`src/logic/trap_pkg.sv`:
```
package trap_pkg;

    // Register byte offsets on the bus
    localparam logic [11:0] OFF_STATUS = 12'h000;
    localparam logic [11:0] OFF_ENABLE = 12'h004;
    localparam logic [11:0] OFF_PENDING = 12'h008;
    localparam logic [11:0] OFF_VECTOR = 12'h00c;
    localparam logic [11:0] OFF_RETURN_PC = 12'h010;
    localparam logic [11:0] OFF_CAUSE = 12'h014;
    localparam logic [11:0] OFF_LAST_FETCH = 12'h018;

    // Field positions in the status register
    localparam int STATUS_GIE_BIT = 3;
    localparam int STATUS_PIE_BIT = 7;

    // Vector register layout: base in bits 31 to 8, mode in bit 0
    localparam int VECTOR_BASE_LSB = 8;
    localparam int VECTOR_MODE_BIT = 0;
    localparam logic VEC_MODE_DIRECT = 1'b0;
    localparam logic VEC_MODE_VECTORED = 1'b1;

    // Interrupt lines that exist: 31..16, 11, 7 and 3
    localparam logic [31:0] IRQ_VALID_MASK = 32'hffff0888;
    localparam int IRQ_EXT_LINE = 11;
    localparam int IRQ_TIMER_LINE = 7;
    localparam int IRQ_SOFT_LINE = 3;
    localparam int IRQ_CUSTOM_LSB = 16;

    // Cause codes and the interrupt flag position
    localparam logic [4:0] CAUSE_ILLEGAL = 5'h02;
    localparam logic [4:0] CAUSE_BREAKPOINT = 5'h03;
    localparam logic [4:0] CAUSE_ECALL_M = 5'h0b;
    localparam int CAUSE_IRQ_BIT = 31;

    // Reset values
    localparam logic [31:0] RESET_ZERO = 32'h00000000;
    localparam logic [31:0] ENABLE_RESET = 32'h00000000;

    // Kinds of fetch redirect, for the last-fetch register
    typedef enum logic [2:0] {
        REDIR_NONE = 3'b000,
        REDIR_BOOT = 3'b001,
        REDIR_EXCEPTION = 3'b010,
        REDIR_INTERRUPT = 3'b011,
        REDIR_RETURN = 3'b100
    } redirect_kind_t;

endpackage

```
`src/logic/irq_priority_select.sv`:
```
`timescale 1ns/10ps

// Fixed-priority pick among requesting lines: highest index wins,
// except that the timer line is served only when nothing else asks.
module irq_priority_select (
    // Requests, already masked by enables
    input wire logic [31:0] request,
    // Selection
    output logic any_request,
    output logic [4:0] index
);

    logic [31:0] others;
    logic [4:0] high_index;

    // Timer line is pulled out so that it ranks below the software line
    assign others = request & ~(32'h00000001 << trap_pkg::IRQ_TIMER_LINE);
    assign any_request = |request;

    // Highest set bit among the non-timer lines
    always_comb begin
        high_index = 5'h00;
        for (int i = 0; i < 32; i++) begin
            if (others[i]) begin
                high_index = 5'(i);
            end
        end
    end

    // Timer last
    assign index = (|others) ? high_index : 5'(trap_pkg::IRQ_TIMER_LINE);

endmodule

```
`src/logic/machine_trap_interrupt_unit.sv`:
```
// Our own choices: the APB interface to the registers and the register offsets.
`timescale 1ns/10ps

// What this block does
// - On any trap, save the current PC and copy global enable to previous-enable.
// - Every exception redirects fetch to the vector base, whatever the mode.
// - Interrupts go to base in direct mode, base plus four times index if vectored.
// - Machine return jumps to the saved PC and restores global enable from previous.
// - After reset, fetch starts at the boot location input.
// - Lines 11, 7, 3 are external, timer, software; 31 to 16 are custom.
// - A taken interrupt pulses the taken output one cycle with its 5-bit index.
// - Upper sixteen bits of enable and pending serve custom lines 31 to 16.
// - After reset every interrupt is disabled.
// - Take an interrupt only when global enable and its line enable are set.
// - Priority falls with line number, 31 to 16, then 11, 3, timer last.
// - No interrupt is taken while in debug mode.
// - Illegal instruction records cause 2, breakpoint records cause 3.
// - Any access to the absent time counters raises an illegal-instruction trap.
// - Illegal-instruction and environment-call traps cannot be disabled; ecall is 11.
// - Trap entry clears global enable; hardware never nests traps itself.
module machine_trap_interrupt_unit (
    // Clock and reset
    input wire logic pclk,
    input wire logic presetn,
    // APB slave
    input wire logic psel,
    input wire logic penable,
    input wire logic pwrite,
    input wire logic [31:0] paddr,
    input wire logic [31:0] pwdata,
    output logic [31:0] prdata,
    output logic pready,
    output logic pslverr,
    // Core pipeline events
    input wire logic [31:0] boot_addr,
    input wire logic [31:0] current_pc,
    input wire logic illegal_instr,
    input wire logic breakpoint,
    input wire logic ecall,
    input wire logic time_csr_access,
    input wire logic mret,
    input wire logic debug_mode,
    // Fetch redirect
    output logic fetch_redirect,
    output logic [31:0] fetch_addr,
    // Interrupt lines and acknowledge
    input wire logic [31:0] irq,
    output logic irq_taken,
    output logic [4:0] taken_interrupt_index,
    // Status for the core
    output logic global_irq_enable
);

    // Architectural state
    logic gie_q;
    logic gie_d;
    logic pie_q;
    logic pie_d;
    logic [31:0] enable_q;
    logic [31:0] enable_d;
    logic [31:8] vec_base_q;
    logic [31:8] vec_base_d;
    logic vec_mode_q;
    logic vec_mode_d;
    logic [31:0] return_pc_q;
    logic [31:0] return_pc_d;
    logic cause_irq_q;
    logic cause_irq_d;
    logic [4:0] cause_code_q;
    logic [4:0] cause_code_d;

    // Fetch and acknowledge outputs
    logic boot_pending_q;
    logic redirect_q;
    logic redirect_d;
    logic [31:0] fetch_addr_q;
    logic [31:0] fetch_addr_d;
    logic taken_q;
    logic taken_d;
    logic [4:0] taken_index_q;
    logic [4:0] taken_index_d;
    trap_pkg::redirect_kind_t last_kind_q;
    trap_pkg::redirect_kind_t last_kind_d;

    // Bus state
    logic pready_q;
    logic [31:0] prdata_q;
    logic pslverr_q;

    // Bus decode
    logic [11:0] reg_off;
    logic access;
    logic wr_commit;
    logic sel_status;
    logic sel_enable;
    logic sel_pending;
    logic sel_vector;
    logic sel_return_pc;
    logic sel_cause;
    logic sel_last_fetch;
    logic addr_hit;
    logic [31:0] rd_mux;

    // Trap decision
    logic [31:0] pending;
    logic [31:0] armed;
    logic irq_any;
    logic [4:0] irq_index;
    logic irq_take;
    logic illegal_any;
    logic exc_take;
    logic [4:0] exc_code;
    logic ret_take;
    logic [31:0] vec_base_addr;
    logic [31:0] irq_target;

    // Only existing lines are seen as pending; upper half is custom
    assign pending = irq & trap_pkg::IRQ_VALID_MASK;

    // A line is armed only with global and line enable, never in debug
    assign armed = (gie_q && !debug_mode) ? (pending & enable_q) : 32'h00000000;

    irq_priority_select u_select (
        .request(armed),
        .any_request(irq_any),
        .index(irq_index)
    );

    // Time counters are absent, so touching them is just an illegal instruction
    assign illegal_any = illegal_instr | time_csr_access;

    // Exceptions outrank interrupts, interrupts outrank the return
    assign exc_take = illegal_any | breakpoint | ecall;
    assign irq_take = irq_any && !exc_take;
    assign ret_take = mret && !exc_take && !irq_any;

    // Cause code of the winning exception
    assign exc_code = illegal_any ? trap_pkg::CAUSE_ILLEGAL :
                      breakpoint ? trap_pkg::CAUSE_BREAKPOINT :
                      trap_pkg::CAUSE_ECALL_M;

    // Handler addresses; the low byte of the base is always zero
    // Index times four stays below 128, so the offset never leaves the aligned window
    assign vec_base_addr = {vec_base_q, 8'h00};
    assign irq_target = (vec_mode_q == trap_pkg::VEC_MODE_VECTORED) ?
                        vec_base_addr + {25'h0000000, irq_index, 2'b00} :
                        vec_base_addr;

    // Bus address decode, one aligned word per register
    assign reg_off = paddr[11:0];
    assign access = psel && penable;
    assign sel_status = (reg_off == trap_pkg::OFF_STATUS);
    assign sel_enable = (reg_off == trap_pkg::OFF_ENABLE);
    assign sel_pending = (reg_off == trap_pkg::OFF_PENDING);
    assign sel_vector = (reg_off == trap_pkg::OFF_VECTOR);
    assign sel_return_pc = (reg_off == trap_pkg::OFF_RETURN_PC);
    assign sel_cause = (reg_off == trap_pkg::OFF_CAUSE);
    assign sel_last_fetch = (reg_off == trap_pkg::OFF_LAST_FETCH);
    assign addr_hit = (paddr[31:12] == 20'h00000) && (sel_status || sel_enable ||
                      sel_pending || sel_vector || sel_return_pc || sel_cause ||
                      sel_last_fetch);
    // Writes land only at the edge that completes the access
    assign wr_commit = access && pready_q && pwrite && addr_hit;

    // Read data selection; unmapped words read as zero
    assign rd_mux = !addr_hit ? 32'h00000000 :
        sel_status ? ((32'(gie_q) << trap_pkg::STATUS_GIE_BIT) |
                      (32'(pie_q) << trap_pkg::STATUS_PIE_BIT)) :
        sel_enable ? enable_q :
        sel_pending ? pending :
        sel_vector ? (vec_base_addr | 32'(vec_mode_q)) :
        sel_return_pc ? return_pc_q :
        sel_cause ? {cause_irq_q, 26'h0000000, cause_code_q} :
        sel_last_fetch ? {29'h00000000, last_kind_q} :
        32'h00000000;

    // Bus answer: one wait state, so read data leaves a flip-flop
    always_ff @(posedge pclk or negedge presetn) begin
        if (!presetn) begin
            pready_q <= 1'b0;
            prdata_q <= trap_pkg::RESET_ZERO;
            pslverr_q <= 1'b0;
        end else begin
            // Error and data launch with pready so all three stand together
            pready_q <= access && !pready_q;
            prdata_q <= (access && !pready_q && !pwrite) ? rd_mux : 32'h00000000;
            pslverr_q <= access && !pready_q && !addr_hit;
        end
    end

    assign pready = pready_q;
    assign prdata = prdata_q;
    assign pslverr = pslverr_q;

    // Enable state: traps and return win over a bus write in the same cycle
    always_comb begin
        gie_d = gie_q;
        pie_d = pie_q;
        if (wr_commit && sel_status) begin
            gie_d = pwdata[trap_pkg::STATUS_GIE_BIT];
            pie_d = pwdata[trap_pkg::STATUS_PIE_BIT];
        end
        // Hardware update comes last so it overrides a same-cycle write
        if (exc_take || irq_take) begin
            pie_d = gie_q;
            gie_d = 1'b0;
        end else if (ret_take) begin
            gie_d = pie_q;
            pie_d = 1'b1;
        end
    end

    // Software-owned registers; only existing lines can be enabled
    always_comb begin
        enable_d = enable_q;
        vec_base_d = vec_base_q;
        vec_mode_d = vec_mode_q;
        if (wr_commit && sel_enable) begin
            enable_d = pwdata & trap_pkg::IRQ_VALID_MASK;
        end
        if (wr_commit && sel_vector) begin
            vec_base_d = pwdata[31:trap_pkg::VECTOR_BASE_LSB];
            vec_mode_d = pwdata[trap_pkg::VECTOR_MODE_BIT];
        end
    end

    // Saved PC and cause
    always_comb begin
        return_pc_d = return_pc_q;
        cause_irq_d = cause_irq_q;
        cause_code_d = cause_code_q;
        if (wr_commit && sel_return_pc) begin
            return_pc_d = {pwdata[31:1], 1'b0};
        end
        if (wr_commit && sel_cause) begin
            cause_irq_d = pwdata[trap_pkg::CAUSE_IRQ_BIT];
            cause_code_d = pwdata[4:0];
        end
        // Trap entry overrides a software write in the same cycle
        if (exc_take) begin
            return_pc_d = current_pc;
            cause_irq_d = 1'b0;
            cause_code_d = exc_code;
        end else if (irq_take) begin
            return_pc_d = current_pc;
            cause_irq_d = 1'b1;
            cause_code_d = irq_index;
        end
    end

    // Fetch redirect choice; boot comes first after reset
    always_comb begin
        redirect_d = 1'b0;
        fetch_addr_d = fetch_addr_q;
        last_kind_d = last_kind_q;
        taken_index_d = taken_index_q;
        if (boot_pending_q) begin
            redirect_d = 1'b1;
            fetch_addr_d = boot_addr;
            last_kind_d = trap_pkg::REDIR_BOOT;
        end else if (exc_take) begin
            redirect_d = 1'b1;
            fetch_addr_d = vec_base_addr;
            last_kind_d = trap_pkg::REDIR_EXCEPTION;
        end else if (irq_take) begin
            redirect_d = 1'b1;
            fetch_addr_d = irq_target;
            last_kind_d = trap_pkg::REDIR_INTERRUPT;
            taken_index_d = irq_index;
        end else if (ret_take) begin
            redirect_d = 1'b1;
            fetch_addr_d = return_pc_q;
            last_kind_d = trap_pkg::REDIR_RETURN;
        end
    end

    // State flops; enables come up cleared so nothing is taken after reset
    always_ff @(posedge pclk or negedge presetn) begin
        if (!presetn) begin
            gie_q <= 1'b0;
            pie_q <= 1'b0;
            enable_q <= trap_pkg::ENABLE_RESET;
            vec_base_q <= 24'h000000;
            vec_mode_q <= trap_pkg::VEC_MODE_DIRECT;
            return_pc_q <= trap_pkg::RESET_ZERO;
            cause_irq_q <= 1'b0;
            cause_code_q <= 5'h00;
        end else begin
            gie_q <= gie_d;
            pie_q <= pie_d;
            enable_q <= enable_d;
            vec_base_q <= vec_base_d;
            vec_mode_q <= vec_mode_d;
            return_pc_q <= return_pc_d;
            cause_irq_q <= cause_irq_d;
            cause_code_q <= cause_code_d;
        end
    end

    // Acknowledge goes out with the redirect; the boot cycle never acknowledges
    assign taken_d = irq_take && !boot_pending_q;

    // Boot address is caught by the clock after release, never by the reset itself
    // Exceptions in the boot cycle still update state, so the core must not raise them
    always_ff @(posedge pclk or negedge presetn) begin
        if (!presetn) begin
            boot_pending_q <= 1'b1;
        end else begin
            boot_pending_q <= 1'b0;
        end
    end

    // Fetch outputs and the one-cycle acknowledge
    always_ff @(posedge pclk or negedge presetn) begin
        if (!presetn) begin
            redirect_q <= 1'b0;
            fetch_addr_q <= trap_pkg::RESET_ZERO;
            last_kind_q <= trap_pkg::REDIR_NONE;
            taken_q <= 1'b0;
            taken_index_q <= 5'h00;
        end else begin
            redirect_q <= redirect_d;
            fetch_addr_q <= fetch_addr_d;
            last_kind_q <= last_kind_d;
            taken_q <= taken_d;
            taken_index_q <= taken_index_d;
        end
    end

    // Index holds its last value between pulses; only valid with the pulse
    assign fetch_redirect = redirect_q;
    assign fetch_addr = fetch_addr_q;
    assign irq_taken = taken_q;
    assign taken_interrupt_index = taken_index_q;
    assign global_irq_enable = gie_q;

endmodule

```
`config.mk`:
```
export PLATFORM = sky130hd
export DESIGN_NAME = machine_trap_interrupt_unit
export DESIGN_NICKNAME = d
export VERILOG_FILES = /design/src/logic/trap_pkg.sv /design/src/logic/irq_priority_select.sv /design/src/logic/machine_trap_interrupt_unit.sv
export SDC_FILE = /design/constraint.sdc
export NUM_CORES = 1
export LEC_CHECK = 0
export BUFFER_PORTS_ARGS = -buffer_cell sky130_fd_sc_hd__buf_2
export CAP_MARGIN = 20
export CORE_MARGIN = 2
export CORE_UTILIZATION = 35
export CTS_BUF_LIST = sky130_fd_sc_hd__clkbuf_4
export CTS_CLUSTER_SIZE = 16
export DETAILED_ROUTE_END_ITERATION = 7
export GPL_TIMING_DRIVEN = 0
export PLACE_DENSITY = 0.68
export SLEW_MARGIN = 5
export SYNTH_ARGS = -nofsm -noshare
export SYNTH_HDL_FRONTEND = slang
export SYNTH_HIERARCHICAL = 1
export SYNTH_SLANG_ARGS = --single-unit
```
`constraint.sdc`:
```
create_clock -name pclk -period 6 [get_ports pclk]
set_input_delay 0.9 -clock pclk [delete_from_list [all_inputs] [get_ports pclk]]
set_output_delay 0.9 -clock pclk [all_outputs]
set_load 0.02 [all_outputs]
```
==> results of run 1 <==
[power groups by stage]
stage,logic [mW],registers (mW),clock network (mW)
2_1_floorplan,0.0854,1.17,0
3_3_place_gp,0.238,1.16,0
3_5_place_dp,0.245,1.16,0
4_1_cts,0.246,1.14,0.750
5_1_grt,0.269,1.14,0.798
6_report,0.244,1.14,0.734
[metal layers]
| layer | GRT usage | vias up |
|---|---|---|
| li1 | - | 3603 |
| met1 | 0.300 | 3721 |
| met2 | 0.356 | 358 |
| met3 | 0.0516 | 40 |
| met4 | 0.0628 | 4 |
| met5 | 0 | - |
[final timing paths]
path	slack (ps)	cells past startpoint	start	to
setup reg to reg	1510	10	global_irq_enable	cause_code_q[4]
hold / removal	270	1	presetn	fetch_addr[24]
min in group pclk	490	2	fetch_addr[14]	fetch_addr[14]
setup / recovery	1510	10	global_irq_enable	cause_code_q[4]
hold reg to reg	490	2	fetch_addr[14]	fetch_addr[14]
max in group asynchronous	4880	2	presetn	vec_base_q[17]
[flip-flops by register name, indices dropped and copies added (netlist names), 3 cells and up]
signal	count
prdata	32
last_kind_q	3
cause_code_q	5
enable_q	19
return_pc_q	32
fetch_addr	32
vec_base_q	24
taken_interrupt_index	5
[Yosys cell counts (11+ instances only)]
cell      instances
o21ai_0          36
inv_1            26
mux2i_1          34
and3_1           24
nand2_1         109
mux2_2           73
nor2b_1          14
clkbuf_1         33
dfrtp_1         160
nor2_1           84
nor3_1           23
a31oi_1          36
nor4_1           11
o22ai_1          15
a21oi_1          38
a22oi_1          23
[critical path: cells and delay by family (launching register included)]
family	cells	cell delay, ps
and+or+nand+nor	6	2350
buffers and inverters	2	660
AOI/OAI and AO/OA	1	500
DFF	1	470
muxes	1	380
[final cells by class]
| class | count | area, um^2 | share of cell area |
|---|---|---|---|
| multi-input cells | 649 | 4170 | 0.396 |
| diodes | 7 | 17.5 | 0.00166 |
| clock inverters | 14 | 181 | 0.0172 |
| clock buffers | 18 | 135 | 0.0128 |
| flip-flops and latches | 161 | 4030 | 0.383 |
| repair buffers | 232 | 1190 | 0.113 |
| inverters | 27 | 101 | 0.00963 |
| well taps | 319 | 399 | 0.0379 |
| plain buffers | 56 | 304 | 0.0289 |
[cells by family after synthesis]
kind of cell	after synthesis
buf+inv	83
other cells	1
xor+xnor	1
flops	161
mux	112
simple gates	323
compound gates	174
[stage by stage]
stage,hold WS [ps],power (mW)
2_1_floorplan,450,1.26
5_1_grt,266,2.21
3_5_place_dp,466,1.40
3_3_place_gp,458,1.39
6_report,269,2.11
4_1_cts,272,2.13
==> results.md, run 1 <==
- Sw Ratio: 0.284
- Clock transition at path regs: roughly 160 ps
- Hold Fails Final Rpt: 0
- Hold-fix buffers, CTS: 0
- Fillers: 2,402
- CP Class: reg2reg
- # setup viols final: 0
- Post-Synth Adder-Cell Area: 0
- Worst Path Arrival: 4970 ps
- Cell taking the most area after synthesis: dfrtp_1
- Post-synthesis xor/xnor area fraction: 0.00104
- Clock Sinks: 161
- Die area: 25,400 um^2
- IO Port Bufs: about 230
- Cell area after synthesis: roughly 8500 um^2
- CTS tree: built
- Post-synth cell types: 65
- Mean Syn Cell Area: 9.89 um^2
- Peak VDD IR: 115 uV
- Final worst path period share: 0.749
- Met2 wire length: 13,100 um
- Critical-path maximum fanout: 10
- Post-CTS resize count: 0
- Core area: 23,600 um^2
- Critical path's largest stage delay: around 600 ps
- Final WL: 28,300 um
- Utilization after layout: 0.446
- Crit start category: flip-flop
- DR WL met3: 2290 um
- Most frequent cells in the layout: 239 x buf_2, 160 x dfrtp_1, 109 x nand2_1, 84 x nor2_1, 73 x mux2_2
- Fin area: 10,500 um^2
- Leak Pwr: 5.24 nW
- Worst rel slew slack: 0.444
- Min Tclk post-route: around 4500 ps
- Vias post-DR: 7,726
- Number of global-route vias before repair: ~7,600
- Number of flops mapped to enable cells by yosys: 0
- Number of synthesized register bits: 161
- Clock root buffer: clkbuf_4
- WL met1: 12,300 um
- Finished Layout Cells: 1,483
- H-Tree Depth: 4
- Max stage delay cell, worst path: or3_1
- Ports: between 200 and 250
- Setup ws final: 1510 ps
- Iteration count of the initial detailed-routing pass: 5
- Total congestion overflow: 0
- Wire per inst: 19.1 um
- Switch Pwr: between 0.6 and 0.7 mW
- Detailed placement HPWL: 22,200 um
- Max frequency: ~0.22 GHz
- Cell count after synthesis: 855
- Die W: 159 um
- Worst-Skew Late Latency: about 600 ps
- Placed inst area: 10,200 um^2
- Internal Power: 1.51 mW
- CTS buffer count: 17
- Top post-synthesis cells by area: dfrtp_1 47%, mux2_2 9.7%, nand2_1 4.8%
- Syn. warnings: 6
- Clock skew: 26.9 ps
- # rows: 56
- Ys async rst share: 1.00
- DRC Markers: 0
- Critical path's most frequent cell: clkbuf_1
- Clock power share: 0.347
- Place WS: 1240 ps
- Postcts setup bufs: 0
- Global-route wire length before repair: 43,500 um
- Layout area overhead: 24.5%
- Post-synthesis compound-gate area fraction: 0.130
- Pin count of the biggest net entering global routing: 88
- Crit path required time: 6480 ps
- Predominant post-synthesis flop cell: dfrtp_1
- Gr usage total: 0.222
- Initial DRC Count: 437
- Hold Crit Class: in2async
- Layout cell share with drive strength beyond 1: 0.342
- Antenna Nets Post-Route: 0
- Worst setup EP type: flip-flop
- Top Metal Used: met5
- Pwr/cell area: 201 nW/um^2
- CTS Buffer Depth: 2
- Largest family of logic cells by synthesized area: simple AND/OR/NAND/NOR gates
- Die height: roughly 160 um
- Avg Vias per Cell: 5.21
- Final GP Congestion: 0.911
- RSZ-0062 raised after global routing: no
- Sequential power share: 0.537
- Final #Nets: about 1,300
- Final slew viol count: 0
- Placed Instances: 1,444
- Worst Max-Slew Pin Slew: 834 ps
- Worst-path cell chain: nor2b_1, clkbuf_1, and3_1, nor4_1, nand4_2, or3_1, nand2b_1, clkbuf_1, a21oi_2, mux2_1
- Post-synthesis mux area share: 0.144
- Starting Density: 0.358
- Commonest non-fill, non-tap cell in the layout: buf_2
- Fin Setup TNS: 0 ps
- Combinational power share: 0.116
- Status: completed
- Max Cap Viol: 0
- Register area share after synthesis: 0.476
- Simple-Gate Fraction of Synth Area: 0.200
- Initial antenna violation count: 9
- Share of the synthesized area in the top cell type: 0.473
(Power assumes the default switching activity.)
==> inputs of run 2 (changes only) <==
- ABC_AREA: not set -> 1
- PLACE_DENSITY: 0.68 -> 0.69
- clock period: 6 -> 4 ns (I/O delays scaled with it)
==> results.md, run 2 <==
- Status: completed
- CP Class: reg2reg
- Number of global-route vias before repair: 8,622
- Final WL: 31,400 um
- Hold_ws: ~230 ps
- Fin Setup TNS: 0 ps
- Antenna Nets Post-Route: 0
- Ys async rst share: 1.00
- Post-Synth Adder-Cell Area: 0
- Final slew viol count: 0
- Postcts setup bufs: 0
- # rows: 57
- Number of flops mapped to enable cells by yosys: 0
- Top post-synthesis cells by area: dfrtp_1 46%, nand2_1 24%, nand3_1 6.7%
- Layout area overhead: 23.3%
- Initial DRC Count: approximately 900
- Global-route wire length before repair: 47,300 um
- Worst-path cell chain: nand2_2, clkbuf_2, nor2_1, nor2_1, nand2_1, nor2_1, nand2_1, nor2_1, nand2_1, nor2_4, inv_2, clkbuf_1, buf_1, nand2_1, nand2_1, nand2_1, nand2_1
- Detailed placement HPWL: 24,200 um
- Pin count of the biggest net entering global routing: 89
- Min Tclk post-route: ~3800 ps
- Post-synthesis mux area share: 0
- Wire per inst: 16.7 um
- Post-synth cell types: 33
- Die area: roughly 26,000 um^2
- Clock root buffer: clkbuf_4
- Worst setup EP type: flip-flop
- # setup viols final: 0
- Most frequent cells in the layout: 553 x nand2_1, 241 x buf_2, 160 x dfrtp_1, 130 x nor2_1, 117 x nand3_1
- Hold Fails Final Rpt: 0
- Syn. warnings: 6
- Final GP Congestion: 0.936
- Worst-Skew Late Latency: 610 ps
- Worst Path Arrival: about 4300 ps
- Leak Pwr: 6.05 nW
- Utilization after layout: 0.441
- RSZ-0062 raised after global routing: no
- Die height: 162 um
- Crit path required time: ~4500 ps
- Starting Density: 0.358
- Share of the synthesized area in the top cell type: 0.458
- Post-synthesis xor/xnor area fraction: 0
- Worst Max-Slew Pin Slew: around 720 ps
- DRC Markers: 0
- Cell taking the most area after synthesis: dfrtp_1
- Peak VDD IR: 146 uV
- Largest family of logic cells by synthesized area: simple AND/OR/NAND/NOR gates
- Vias post-DR: between 9,000 and 10,000
- IO Port Bufs: ~230
- CTS Buffer Depth: 2
- Cell family with most CP delay: simple AND/OR/NAND/NOR gates
- CTS tree: built
- Most frequent cell after synthesis: nand2_1
- Cell area after synthesis: just under 9000 um^2
- Max Cap Viol: 0
- Crit start category: flip-flop
- Post-synthesis compound-gate area fraction: 0.0615
- Critical-path maximum fanout: 10
- Register area share after synthesis: 0.461
- Critical path's most frequent cell: nand2_1
- Total congestion overflow: 0
- Predominant post-synthesis flop cell: dfrtp_1
- Avg Vias per Cell: 4.94
- Clock transition at path regs: 150 ps
- Worst rel slew slack: 0.518
- Finished Layout Cells: ~1,900
- Die W: ~160 um
- WP buf/inv: 4
- Max stage delay cell, worst path: dfrtp_1
- Final #Nets: roughly 1,700
- Synth cell count leaders: 554 x nand2_1, 160 x dfrtp_1, 130 x nor2_1
- Simple-Gate Fraction of Synth Area: 0.398
- Iteration count of the initial detailed-routing pass: 7
- Core area: 24,500 um^2
- Ports: 245
- Clock skew: around 26 ps
- Hold Crit Class: in2reg
- Gr usage total: 0.238
- Initial antenna violation count: 5
- Commonest non-fill, non-tap cell in the layout: nand2_1
- Max frequency: 0.265 GHz
- Layout cell share with drive strength beyond 1: 0.208
- Final worst path period share: 0.944
- Placed Instances: 1,847
- Clock Sinks: around 160
- Pwr/cell area: ~300 nW/um^2
- H-Tree Depth: 4
- Critical path's largest stage delay: about 500 ps
- CTS buffer count: 17
- Mean Syn Cell Area: 6.90 um^2
- Fillers: 2,621
- Cell count after synthesis: 1,268
- Number of synthesized register bits: 161
- PnR Total Power: 3.19 mW
run 2: stage by stage:
| step | area [um^2] | setup WS [ps] |
|---|---|---|
| floorplan | 8840 | 1130 |
| global placement | 10400 | -257 |
| detailed placement | 10400 | -136 |
| CTS | 10800 | 38.7 |
| global route | 10800 | 16.0 |
| finish | 10800 | 225 |
run 2: worst min-delay path, delay by kind of cell:
family | cells | cell delay (ps)
AND/OR/NAND/NOR | 2 | 130
buffers and inverters | 1 | 90
run 2: layout make-up:
class                   count  area [um^2]  area share
well taps                 324          405      0.0376
multi-input cells         967         4110       0.381
clock buffers              17          128      0.0118
flip-flops and latches    161         4030       0.374
inverters                 107          402      0.0372
clock inverters            15          201      0.0187
repair buffers            233         1200       0.112
diodes                      4         10.0    0.000928
plain buffers              56          297      0.0275
run 2: final timing paths:
check / startpoint / to / slack [ps] / cells after the start
min in group asynchronous: presetn / prdata[4] / 550 / 2
min reg2reg: pready / pready / 490 / 1
max reg2reg: global_irq_enable / return_pc_q[7] / 230 / 17
max: global_irq_enable / return_pc_q[7] / 230 / 17
min: pwdata[14] / vec_base_q[14] / 230 / 3
max in group asynchronous: presetn / vec_base_q[24] / 2600 / 3
run 2: power breakdown:
group / internal (mW) / switching (mW) / total [mW] / leakage [nW]
clock: 0.454 / 0.687 / 1.14 / 0.170
combinational: 0.125 / 0.215 / 0.341 / 3.77
sequential: 1.68 / 0.0314 / 1.71 / 2.11
run 2: timing repair:
item / CTS / global route
resized for setup: 0 / 3
setup endpoints to repair: 0 / 57
hold buffers: 1 / 0
endpoints found under the hold margin: 73 / 0
run 2: kinds of logic after synthesis:
kind of cell | count (synthesis)
and+or+nand+nor | 846
AOI/OAI and AO/OA | 97
other | 1
DFF | 161
buffers and inverters | 163
run 2: metal layers:
layer  track usage  part of all wire  vias up
met3        0.0398             0.070       76
li1              -                 -     4487
met1         0.326              0.44     4330
met2         0.379              0.45      414
met4        0.0937             0.033        2
met5             0           0.00035        -
